File: src/shared/mam_defs.svh
// register offsets, field positions and reset values of the alert masking
// block; assumes an 8-bit register address bus inside the device
`ifndef MAM_DEFS_SVH
`define MAM_DEFS_SVH
`define MAM_ADDR_MASK_PRI 8'h74
`define MAM_ADDR_MASK_SEC 8'h75
`define MAM_ADDR_STAT_PRI 8'h41
`define MAM_ADDR_STAT_SEC 8'h42
`define MAM_BIT_SUMMARY 7
`define MAM_MASK_RESET 8'h00
`define MAM_STAT_RESET 8'h00
`define MAM_RDDATA_RESET 8'h00
`define MAM_PRI_SRC_COUNT 7
`define MAM_SEC_SRC_COUNT 8
`endif

File: src/shared/mam_pkg.sv
// types shared by the alert masking block
package mam_pkg;
  typedef logic [7:0] mam_byte_t;
endpackage : mam_pkg

File: src/core/mam_sync.sv
// three-stage synchroniser per bit for out-of-limit condition pins
// assumes inputs asynchronous to sys_clk
`timescale 1ns/1ps
`include "mam_defs.svh"
module mam_sync #(
  parameter int WIDTH = 8
) (
  // clock and reset
  input wire logic sys_clk,
  input wire logic rst,
  // raw and settled levels
  input wire logic [WIDTH-1:0] rawIn,
  output logic [WIDTH-1:0] syncOut
);
  logic [WIDTH-1:0] st1_r, st2_r, st3_r, out_r;
  logic [WIDTH-1:0] st1_nxt, st2_nxt, st3_nxt, out_nxt;
  genvar i;
  // a change counts only once stages two and three agree
  generate
    for (i = 0; i < WIDTH; i++) begin : g_bit
      always_comb begin
        out_nxt[i] = (st2_r[i] == st3_r[i]) ? st3_r[i] : out_r[i];
      end
    end
  endgenerate
  always_comb begin
    st1_nxt = rawIn;
    st2_nxt = st1_r;
    st3_nxt = st2_r;
  end
  always_ff @(posedge sys_clk) begin
    if (rst) begin
      st1_r <= '0;
      st2_r <= '0;
      st3_r <= '0;
      out_r <= '0;
    end else begin
      st1_r <= st1_nxt;
      st2_r <= st2_nxt;
      st3_r <= st3_nxt;
      out_r <= out_nxt;
    end
  end
  assign syncOut = out_r;
endmodule : mam_sync

File: src/core/mam_status.sv
// one sticky status byte: set by condition, cleared by a read once gone
// assumes rdStrobe is a one-cycle pulse on the same clock
`timescale 1ns/1ps
`include "mam_defs.svh"
module mam_status (
  // clock and reset
  input wire logic sys_clk,
  input wire logic rst,
  // condition levels and read strobe
  input wire logic [7:0] cond,
  input wire logic rdStrobe,
  // sticky flags
  output logic [7:0] sticky
);
  logic [7:0] stat_r, stat_nxt;
  // a live condition always wins over the read clear
  always_comb begin
    stat_nxt = stat_r | cond;
    if (rdStrobe) begin
      stat_nxt = cond;
    end
  end
  always_ff @(posedge sys_clk) begin
    if (rst) begin
      stat_r <= `MAM_STAT_RESET;
    end else begin
      stat_r <= stat_nxt;
    end
  end
  assign sticky = stat_r;
endmodule : mam_status

File: src/core/mam_alert_mask.sv
// alert masking of a system monitor: two sticky status bytes, two mask
// registers and the shared open-drain active-low alert output
// assumes a serial-bus slave elsewhere gives one-cycle read/write strobes
// with an 8-bit register address; condition inputs are asynchronous
//
// Functional notes
// mask blocks alert only, status still sets
// second mask acts only when summary bit set
// mask bits 6..4 cover the temperature sources
// mask bits 3..0 cover supply channels
// second mask bits 7,6 cover diode faults
// second mask bits 5..2 cover slow fans
// second mask bit 1 covers overtemperature
// second mask bit 0 covers 12 V
// masks decoded at 0x74 and 0x75, read/write
// host masks the source after reading status
// host unmasks once status reads clear
// status sticky until read with condition gone
// alert held while out of limit, until read
// first status bit 7 summarises second status
// status bits align with mask bit positions
// alert when any unmasked status bit set
// masks reset to zero
`timescale 1ns/1ps
`include "mam_defs.svh"
module mam_alert_mask (
  // clock and reset
  input wire logic sys_clk,
  input wire logic rst,
  // register access from the serial-bus slave
  input wire logic [7:0] regAddr,
  input wire logic regWrEn,
  input wire logic regRdEn,
  input wire logic [7:0] regWrData,
  output mam_pkg::mam_byte_t regRdData,
  // out-of-limit conditions, first group bits 6..0 and second group 7..0
  input wire logic [6:0] condPrimary,
  input wire logic [7:0] condSecondary,
  // open-drain alert pin, active low
  output logic alertOut,
  output logic alertOe,
  // status views
  output mam_pkg::mam_byte_t statusPrimary,
  output mam_pkg::mam_byte_t statusSecondary
);
  logic [14:0] condSync;
  logic [7:0] stickyPri, stickySec;
  logic rdPri, rdSec;
  mam_pkg::mam_byte_t maskPri_r, maskPri_nxt;
  mam_pkg::mam_byte_t maskSec_r, maskSec_nxt;
  mam_pkg::mam_byte_t rdData_r, rdData_nxt;
  logic alert_r, alert_nxt;
  // source layout: first group in bits 6..0, second group in 14..7
  localparam int PRI_SRC_COUNT = `MAM_PRI_SRC_COUNT;
  localparam int SRC_COUNT = `MAM_PRI_SRC_COUNT + `MAM_SEC_SRC_COUNT;
  logic wrMaskPri, wrMaskSec;
  logic secondGroupSummary;
  // named views of the sticky sources
  logic remoteTwoTempFlag, localTempFlag, remoteOneTempFlag;
  logic fiveVoltFlag, deviceSupplyChannel, coreSupplyChannel;
  logic twoFiveVoltFlag;
  logic diodeTwoFault, diodeOneFault;
  logic fourthFanSlow, thirdFanSlow, secondFanSlow, firstFanSlow;
  logic overtempFlag, twelveVoltFlag;
  logic [SRC_COUNT-1:0] srcSticky, srcMaskRaw, srcMask, srcAlert;
  genvar s;

  mam_sync #(.WIDTH(15)) u_sync (
    .sys_clk(sys_clk),
    .rst(rst),
    .rawIn({condSecondary, condPrimary}),
    .syncOut(condSync)
  );

  // status reads clear only the register read
  assign rdPri = regRdEn && (regAddr == `MAM_ADDR_STAT_PRI);
  assign rdSec = regRdEn && (regAddr == `MAM_ADDR_STAT_SEC);

  // bit 7 of the first byte is not a source; it is derived below
  mam_status u_stat_pri (
    .sys_clk(sys_clk),
    .rst(rst),
    .cond({1'b0, condSync[6:0]}),
    .rdStrobe(rdPri),
    .sticky(stickyPri)
  );

  mam_status u_stat_sec (
    .sys_clk(sys_clk),
    .rst(rst),
    .cond(condSync[14:7]),
    .rdStrobe(rdSec),
    .sticky(stickySec)
  );

  assign statusPrimary = {(|stickySec), stickyPri[6:0]};
  assign statusSecondary = stickySec;

  // write decode; writes to any other address are ignored here
  assign wrMaskPri = regWrEn && (regAddr == `MAM_ADDR_MASK_PRI);
  assign wrMaskSec = regWrEn && (regAddr == `MAM_ADDR_MASK_SEC);

  // mask register writes
  always_comb begin
    maskPri_nxt = maskPri_r;
    maskSec_nxt = maskSec_r;
    if (wrMaskPri) begin
      maskPri_nxt = regWrData;
    end
    if (wrMaskSec) begin
      maskSec_nxt = regWrData;
    end
  end

  always_ff @(posedge sys_clk) begin
    if (rst) begin
      maskPri_r <= `MAM_MASK_RESET;
      maskSec_r <= `MAM_MASK_RESET;
    end else begin
      maskPri_r <= maskPri_nxt;
      maskSec_r <= maskSec_nxt;
    end
  end

  // read data held in a register; unknown addresses read zero
  always_comb begin
    rdData_nxt = rdData_r;
    if (regRdEn) begin
      case (regAddr)
        `MAM_ADDR_MASK_PRI: rdData_nxt = maskPri_r;
        `MAM_ADDR_MASK_SEC: rdData_nxt = maskSec_r;
        `MAM_ADDR_STAT_PRI: rdData_nxt = statusPrimary;
        `MAM_ADDR_STAT_SEC: rdData_nxt = statusSecondary;
        default: rdData_nxt = 8'h00;
      endcase
    end
  end

  always_ff @(posedge sys_clk) begin
    if (rst) begin
      rdData_r <= `MAM_RDDATA_RESET;
    end else begin
      rdData_r <= rdData_nxt;
    end
  end

  // named sources; srcSticky keeps the mask bit order, so one index
  // names the same source in the status, mask and alert vectors
  assign twoFiveVoltFlag = stickyPri[0];
  assign coreSupplyChannel = stickyPri[1];
  assign deviceSupplyChannel = stickyPri[2];
  assign fiveVoltFlag = stickyPri[3];
  assign remoteOneTempFlag = stickyPri[4];
  assign localTempFlag = stickyPri[5];
  assign remoteTwoTempFlag = stickyPri[6];
  assign twelveVoltFlag = stickySec[0];
  assign overtempFlag = stickySec[1];
  assign firstFanSlow = stickySec[2];
  assign secondFanSlow = stickySec[3];
  assign thirdFanSlow = stickySec[4];
  assign fourthFanSlow = stickySec[5];
  assign diodeOneFault = stickySec[6];
  assign diodeTwoFault = stickySec[7];
  assign srcSticky = {diodeTwoFault, diodeOneFault, fourthFanSlow,
    thirdFanSlow, secondFanSlow, firstFanSlow, overtempFlag,
    twelveVoltFlag, remoteTwoTempFlag, localTempFlag, remoteOneTempFlag,
    fiveVoltFlag, deviceSupplyChannel, coreSupplyChannel,
    twoFiveVoltFlag};
  assign srcMaskRaw = {maskSec_r, maskPri_r[6:0]};
  // bit 7 of the first mask is a qualifier only, never a source mask
  assign secondGroupSummary = maskPri_r[`MAM_BIT_SUMMARY];

  // one gate per source: the first seven answer to the first mask, the
  // rest to the second mask, and that only behind the summary bit
  generate
    for (s = 0; s < SRC_COUNT; s++) begin : g_src
      if (s < PRI_SRC_COUNT) begin : g_pri
        // bits 6..4 temperatures, 3..0 supplies
        assign srcMask[s] = srcMaskRaw[s];
      end else begin : g_sec
        // diodes, fans, overtemperature and 12 V, by position
        assign srcMask[s] = secondGroupSummary &&
          srcMaskRaw[s];
      end
      // the mask reaches only this gate; the sticky bit never sees it
      assign srcAlert[s] = srcSticky[s] && !srcMask[s];
    end
  endgenerate

  // alert follows the sticky bits, so it outlasts the condition
  always_comb begin
    alert_nxt = |srcAlert;
  end

  always_ff @(posedge sys_clk) begin
    if (rst) begin
      alert_r <= 1'h0;
    end else begin
      alert_r <= alert_nxt;
    end
  end

  assign regRdData = rdData_r;
  // open drain: pull low while alerting, release otherwise
  assign alertOut = 1'h0;
  assign alertOe = alert_r;
endmodule : mam_alert_mask

File: config.mk
export PLATFORM = sky130hd
export DESIGN_NAME = mam_alert_mask
export DESIGN_NICKNAME = d
export VERILOG_FILES = /design/src/shared/mam_pkg.sv /design/src/core/mam_sync.sv /design/src/core/mam_status.sv /design/src/core/mam_alert_mask.sv
export VERILOG_INCLUDE_DIRS = /design/src /design/src/shared
export SDC_FILE = /design/constraint.sdc
export NUM_CORES = 1
export LEC_CHECK = 0
export BUFFER_PORTS_ARGS = -buffer_cell sky130_fd_sc_hd__clkbuf_2
export CORE_MARGIN = 2
export CORE_UTILIZATION = 45
export DETAILED_ROUTE_END_ITERATION = 10
export PLACE_DENSITY = 0.62
export SLEW_MARGIN = 30
export SYNTH_ARGS = -nofsm -noshare
export SYNTH_HDL_FRONTEND = slang
export SYNTH_SLANG_ARGS = --single-unit
File: constraint.sdc
create_clock -name sys_clk -period 1.95 [get_ports sys_clk]
set_input_delay 0.195 -clock sys_clk [delete_from_list [all_inputs] [get_ports sys_clk]]
set_output_delay 0.195 -clock sys_clk [all_outputs]
set_load 0.01 [all_outputs]
==> results of run 1 <==
[sequential cells by signal, indices dropped and copies added, names as in the netlist]
signal             cells
u_sync.st1_r          15
u_sync.st2_r          15
u_sync.st3_r          15
u_sync.syncOut        15
maskPri_r              8
maskSec_r              8
regRdData              8
u_stat_sec.sticky      8
u_stat_pri.sticky      7
alertOe                1
[layer usage]
metal	GRT usage	vias up
met4	0.0945	0
met1	0.204	1135
met5	0	-
met3	0.0403	15
met2	0.262	84
li1	-	1307
[through the flow]
step,cells,power [mW],hold WS [ns]
6_report,515,3.60,0.0288
5_1_grt,515,3.73,0.0179
4_1_cts,515,3.63,0.0145
3_5_place_dp,499,2.29,0.407
3_3_place_gp,499,2.29,0.403
2_1_floorplan,349,2.23,0.323
[area by class of cell]
type                       count  share of cell area
clock buffer                   9              0.0304
clock inverter                 7              0.0203
inverter                      15              0.0138
multi-input combinational    219               0.333
sequential                   100               0.491
tap                          102              0.0313
timing repair buffer          63              0.0799
[cell families (layout without fill, tap and decap cells)]
| group | Yosys count | in the layout | share of synthesized area |
|---|---|---|---|
| compound gates | 79 | 79 | 0.137 |
| buf+inv | 30 | 94 | 0.0401 |
| flops | 100 | 100 | 0.572 |
| simple gates | 115 | 115 | 0.181 |
| mux | 24 | 24 | 0.0687 |
| other cells | 1 | 1 | 0.00107 |
[path summary, 6_finish.rpt]
kind,to,slack (ns),depth (start not counted)
hold / removal,u_sync.st1_r[0],0.03,2
hold reg to reg,u_sync.st2_r[8],0.44,1
setup reg to reg,regRdData[7],0.68,4
setup / recovery,statusPrimary[7],0.43,3
[power breakdown]
part	leakage, nW	internal (mW)	switching, mW
Combinational	0.668	0.0661	0.0808
Sequential	0.813	2.08	0.0155
Clock	0.104	0.615	0.736
Total	1.59	2.76	0.832
[critical path: stages (launching register included)]
cell and delay (ns):
dfxtp_1 0.39, nor4_1 0.29, nand2_1 0.14, clkbuf_2 0.15
[synthesized netlist by cell type, drive strengths merged, types with 3 or more instances]
cell    count
dfxtp     100
nor2b      46
nor2       32
a21oi      31
mux2i      24
nand2      18
o21ai      16
inv        15
o22ai      15
clkbuf      8
a22o        7
a22oi       7
buf         7
nor4        4
nor3        3
==> results.tsv, run 1 <==
metric	value	unit
status	finished, final reports clean	
min_period	1.52	ns
placed_cell_area	3870	um^2
die-area	8500	um^2
grt_max_degree	32	
avgViaCountPerCell	4.93	
finalSetupViolCount	0	
vias	2541	
io_pins	61	
met1_length	3070	um
crit_type	reg -> out	
clock_sinks	100	
num_rows	32	
slew_headroom	0.606	
met3_length	418	um
worstMarginPinSlew	0.588	ns
dpl_worst_slack	0.269	ns
rr_startpoint	u_stat_sec.sticky[0]	
crit_fanout	5	
antenna_found_initial	0	
setup_ws	0.425	ns
ctsResizeCount	0	
async_flop_share	0	
die_w	92.2	um
wl	6790	um
hold_violations	0	
cts_setup_buffers	0	
fin_skew	0.00880	ns
syn_area	3500	um^2
cp-startpoint	u_stat_sec.sticky[0]	
ys_ff_latch	100	
rsz0062_at_grt	no	
core_area	7650	um^2
drv_slew	0	
multi_input_area	1360	um^2
final-seq-area	2000	um^2
start_util	0.457	
drt-wirelength-per-cell	13.2	um
arrival	1.33	ns
clockBufferDepth	2	
hold_class	in -> reg	
synth-main-ff-cell	dfxtp_1	
numPortBuffers	59	
yosysSeqAreaShare	0.572	
ys_warn_count	0	
required	1.75	ns
synth_nets	384	
drv_cap	0	
first_pass_iters	6	
area_growth_syn_to_layout	16.5	%
syn-mean-instance-area	10.0	um^2
place_congestion	0.844	
synth_edf_count	0	
fin_crit_sh	0.782	
start_kind	flop	
netlist_top_cells_area	dfxtp_1 (57%), nor2b_1 (8.2%), mux2i_1 (6.9%)	
clockRootBuffer	clkbuf_8	
hold_buffers	0	
final_core_util	0.533	
clk_latency	0.37	ns
finalNetCount	443	
grt_pass1_wl	10900	um
drive_above_1_share	0.203	
drc	0	
fin_setup_tns	0	ns
fillers	734	
hp-start	condPrimary[0]	
synth_cells	349	
power_density	883	nW/um^2
top_layer	met4	
synth_top_area_frac	0.572	
drt_iter0_drc	133	
power.leakage	1.59	nW
final_cell_mix	dfxtp_1 (100), clkbuf_2 (58), nor2b_1 (46), nor2_1 (32), a21oi_1 (31)	
grt_overflow	0	
cts_tree	done	
max_freq	656	MHz
hpwl	4970	um
grt_pass1_vias	2367	
final_area	4070	um^2
clk_pin_slew	0.10	ns
synth_largest_area_cell	dfxtp_1	
h-tree-depth	3	
cts-buffers-inserted	9	
crit_path_end_kind	output port	
gr-usage-all-layers	0.165	
insertedDiodeCount	0	
synth.distinct_cells	35	
postRouteAntennaNets	0	
final_common_cell	dfxtp_1	
route.met2.wl	3150	um
ir_drop	403	uV
die_h	92.2	um
(Power assumes the default switching activity.)
==> run 2, diff against run 1 <==
Settings changed: PLACE_DENSITY 0.62 to 0.65.
Clock period 1.95 ns to 1.29 ns, I/O delays scaled along.
==> results.tsv, run 2 (synthesis gave the netlist of run 1 again) <==
metric	value	unit	change
numPortBuffers	59		unchanged
start_util	0.457		unchanged
avgViaCountPerCell	4.95		+0.41%
fin_crit_sh	1.13		
io_pins	61		unchanged
hold_class	in -> reg		
die_w	92.2	um	unchanged
required	1.16	ns	-0.59 ns
area_growth_syn_to_layout	27.4	%	
start_kind	flop		
power_density	1260	nW/um^2	+42%
clock_sinks	100		unchanged
rr_startpoint	u_stat_sec.sticky[1]		
power.leakage	1.77	nW	+12%
reg2reg_slack	-0.06	ns	-0.74 ns
drc	0		unchanged
crit_fanout	2		-3
die_h	92.2	um	unchanged
fin_setup_tns	-0.256	ns	-0.256 ns
postRouteAntennaNets	0		unchanged
grt_max_degree	62		+94%
hold_violations	0		unchanged
clk_latency	0.35	ns	-0.02 ns
finalNetCount	477		+7.7%
drt_iter0_drc	137		+3.0%
core_area	7650	um^2	unchanged
arrival	1.33	ns	about the same
drv_slew	0		unchanged
violations	setup timing		
max_freq	685	MHz	
vias	2715		+6.8%
status	finished, violations left		
cts_tree	done		
clk_pin_slew	0.09	ns	about the same
grt_overflow	0		unchanged
first_pass_iters	4		-2
hpwl	4990	um	+0.50%
h-tree-depth	3		unchanged
crit_type	reg -> out		
ir_drop	782	uV	+94%
switchingPower	1.16	mW	+40%
r2r_cells	5		+1
die-area	8500	um^2	unchanged
min_period	1.46	ns	
internal-power	4.44	mW	+61%
final_cell_mix	dfxtp_1 (95), clkbuf_2 (57), nor2b_1 (46), nor2_1 (32), a21oi_1 (31)		
final_common_cell	dfxtp_1		
insertedDiodeCount	0		unchanged
dpl_worst_slack	-0.105	ns	-0.374 ns
clockRootBuffer	clkbuf_8		
clockBufferDepth	2		unchanged
holdWs	0.0321	ns	+0.00335 ns
clkPwrFrac	0.383		+0.007
grt_pass1_wl	11900	um	+9.2%
antenna_found_initial	0		unchanged
num_rows	32		unchanged
final_core_util	0.583		+0.0502
rr_endpoint	regRdData[7]		
fin_skew	0.00785	ns	-0.000955 ns
drt-wirelength-per-cell	13.1	um	-0.32%
p_comb_frac	0.051		+0.010
gr-usage-all-layers	0.179		+0.0141
drive_above_1_share	0.247		+0.0432
seqPwrFrac	0.565		-0.018
finalSetupViolCount	3		+3
crit_path_end_kind	output port		
place_congestion	0.890		+5.5%
wl	7200	um	+6.1%
rsz0062_at_grt	yes		
setup_ws	-0.169	ns	-0.595 ns
cts-buffers-inserted	9		unchanged
fillers	674		-8.2%
crit_end	statusPrimary[7]		
grt_pass1_vias	2574		+8.7%
sw_frac_of_total	0.208		-0.0238
cp-startpoint	u_stat_sec.sticky[1]		
drv_cap	0		unchanged
-- run 2: worst min path at each step --
stage / start / end / slack (ns) / depth (start not counted)
final: regWrData[1] / maskSec_r[1] / 0.03 / 3
after global routing: regWrData[1] / maskPri_r[1] / 0.02 / 3
after global placement: condPrimary[1] / u_sync.st1_r[1] / 0.34 / 2
after detailed placement: condSecondary[6] / u_sync.st1_r[13] / 0.34 / 2
after floorplan: condPrimary[0] / u_sync.st1_r[0] / 0.26 / 1
after CTS: regWrData[1] / maskPri_r[1] / 0.01 / 3
-- run 2: repair_timing --
action	in CTS	in global routing
setup endpoints to repair	1	3
gates resized for setup	8	4
hold buffers	15	0
buffers inserted	4	1
pin swaps	3	2
endpoints found under the hold margin	15	0
-- run 2: power by group through the flow --
stage | registers, mW | logic (mW) | clock network (mW)
finish | 3.17 | 0.286 | 2.15
global route | 3.18 | 0.315 | 2.34
CTS | 3.17 | 0.284 | 2.22
detailed placement | 3.24 | 0.244 | 0
global placement | 3.24 | 0.239 | 0
floorplan | 3.24 | 0.137 | 0
-- run 2: worst max-delay path, stage by stage (launching register included) --
cell and delay [ns]:
dfxtp_2 0.34, nor4_2 0.26, nand2_1 0.13, buf_6 0.15, buf_6 0.11
-- run 2: final cells by class --
cell class,count,area [um^2],share of cell area
Clock inverter,5,86.3,0.0194
Clock buffer,10,138,0.0309
Timing Repair Buffer,97,666,0.149
Tap cell,102,128,0.0286
Sequential cell,100,2010,0.451
Multi-Input combinational cell,219,1370,0.308
Inverter,15,56.3,0.0126
-- run 2: through the flow --
stage	cells	instance area (um^2)	power, mW
4_1_cts	548	4440	5.67
2_1_floorplan	349	3500	3.37
5_1_grt	548	4460	5.83
3_5_place_dp	514	4020	3.49
3_3_place_gp	514	4020	3.48
6_report	548	4460	5.60
-- run 2: routing by layer --
| metal | track usage | vias up | part of all wire |
|---|---|---|---|
| met5 | 0 | - | 0 |
| met4 | 0.0858 | 0 | 0.018 |
| met3 | 0.0403 | 13 | 0.041 |
| met2 | 0.297 | 74 | 0.49 |
| met1 | 0.220 | 1253 | 0.45 |
| li1 | - | 1375 | - |
==> run 3, diff against run 2 <==
--- a/config.mk
+++ b/config.mk
@@ -12,4 +12,5 @@
 export DETAILED_ROUTE_END_ITERATION = 10
 export PLACE_DENSITY = 0.65
+export REMOVE_ABC_BUFFERS = 1
 export SLEW_MARGIN = 30
 export SYNTH_ARGS = -nofsm -noshare
==> constraint.sdc (replaced) <==
create_clock -name sys_clk -period 1.29 [get_ports sys_clk]
set_input_delay 0.258 -clock sys_clk [delete_from_list [all_inputs] [get_ports sys_clk]]
set_output_delay 0.258 -clock sys_clk [all_outputs]
set_load 0.01 [all_outputs]
==> results.tsv, run 3 (synthesis gave the netlist of run 1 again) <==
metric	value	unit	change
cts_tree	done		
die-area	8500	um^2	unchanged
vias	2620		-3.5%
drc	0		unchanged
violations	setup timing		
rsz0062_at_grt	yes		
power	5.49	mW	-1.9%
arrival	1.25	ns	-0.08 ns
seqPwrFrac	0.576		+0.011
holdWs	0.0960	ns	+0.0639 ns
die_w	92.2	um	unchanged
hpwl	4960	um	-0.72%
hold_class	in -> reg		
grt_pass1_vias	2517		-2.2%
wl	7080	um	-1.6%
start_kind	flop		
ir_drop	649	uV	-17%
grt_pass1_wl	11600	um	-2.4%
io_pins	61		unchanged
hold_violations	0		unchanged
final_cell_mix	dfxtp_1 (93), clkbuf_2 (58), nor2b_1 (46), nor2_1 (32), a21oi_1 (31)		
final_common_cell	dfxtp_1		
place_congestion	0.837		-6.0%
gr-usage-all-layers	0.175		-0.00373
avgViaCountPerCell	4.90		-1.2%
drive_above_1_share	0.261		+0.0143
drt-wirelength-per-cell	13.2	um	+0.75%
die_h	92.2	um	unchanged
start_util	0.457		unchanged
first_pass_iters	4		unchanged
numPortBuffers	59		unchanged
fin_skew	0.00821	ns	+0.000358 ns
clock_sinks	100		unchanged
core_area	7650	um^2	unchanged
sw_frac_of_total	0.213		+0.00575
grt_max_degree	50		-19%
clk_latency	0.36	ns	about the same
clockBufferDepth	2		unchanged
fin_crit_sh	1.17		+0.0416
crit_fanout	2		unchanged
internal-power	4.32	mW	-2.6%
max_freq	661	MHz	-3.5%
power_density	1270	nW/um^2	+1.1%
clockRootBuffer	clkbuf_8		
num_rows	32		unchanged
drv_cap	0		unchanged
crit_type	reg -> out		
cts-buffers-inserted	9		unchanged
setup_ws	-0.223	ns	-0.0537 ns
crit_path_end_kind	output port		
power.leakage	1.73	nW	-2.8%
grt_overflow	0		unchanged
clkPwrFrac	0.378		-0.005
min_period	1.51	ns	+0.0537 ns
drv_slew	0		unchanged
clk_pin_slew	0.09	ns	about the same
drt_iter0_drc	95		-31%
antenna_found_initial	0		unchanged
fin_setup_tns	-0.371	ns	-0.115 ns
h-tree-depth	3		unchanged
switchingPower	1.17	mW	+0.83%
finalNetCount	463		-2.9%
status	finished, violations left		
postRouteAntennaNets	0		unchanged
insertedDiodeCount	0		unchanged
finalSetupViolCount	2		-1
p_comb_frac	0.046		-0.005
required	1.03	ns	-0.13 ns
area_growth_syn_to_layout	23.7	%	
hold_buffers	0		-15
dpl_worst_slack	-0.200	ns	-0.0949 ns
[run 3: cell count changes in the layout (fill, tap and decap cells not counted), sizes merged]
cell	change
bufinv	-1
clkbuf	+4
clkinv	-1
dlygate4sd3	-15
[run 3: critical path: stages (launching register included)]
cell and delay [ns]:
dfxtp_4 0.37, nor4_4 0.30, nand2_2 0.09, clkbuf_2 0.13
[run 3: worst paths after layout]
check,from,to,slack (ns),cells after the start
worst max-delay path,u_stat_sec.sticky[0],statusPrimary[7],-0.22,3
worst min-delay path,condPrimary[5],u_sync.st1_r[5],0.1,2
worst max register to register,u_stat_sec.sticky[0],regRdData[7],-0.15,6
worst min register to register,u_sync.st1_r[3],u_sync.st2_r[3],0.44,1
[run 3: power by group through the flow]
stage          combinational, mW  sequential, mW  clock [mW]
2_1_floorplan             0.0845            3.24           0
3_3_place_gp               0.240            3.24           0
3_5_place_dp               0.245            3.24           0
4_1_cts                    0.249            3.17        2.13
5_1_grt                    0.279            3.18        2.26
6_report                   0.251            3.17        2.08
[run 3: layout make-up]
cell class | instances | area (um^2)
Timing Repair Buffer | 83 | 528
Clock inverter | 3 | 43.8
Tap cell | 102 | 128
Multi-Input combinational cell | 219 | 1390
Sequential cell | 100 | 2010
Inverter | 15 | 56.3
Fill cell | 678 | 3320
Clock buffer | 13 | 169
[run 3: per-stage QoR]
step / util / std cells / area, um^2
final: 0.566 / 535 / 4330
after global routing: 0.566 / 535 / 4330
after CTS: 0.559 / 534 / 4270
after detailed placement: 0.528 / 517 / 4040
after global placement: 0.528 / 517 / 4040
after floorplan: - / 334 / 3410
[run 3: timing repair]
item / CTS / global route
setup buffers: 1 / 1
pin swaps: 3 / 2
gates resized for setup: 3 / 14
endpoints found under the setup margin: 1 / 7
gates cloned: 0 / 0
[run 3: routing by layer]
metal | up-vias | global-route usage | wire (um)
li1 | 1351 | - | -
met1 | 1180 | 0.236 | 3430
met2 | 76 | 0.270 | 3140
met3 | 13 | 0.0362 | 372
met4 | 0 | 0.0821 | 147
met5 | - | 0 | 0
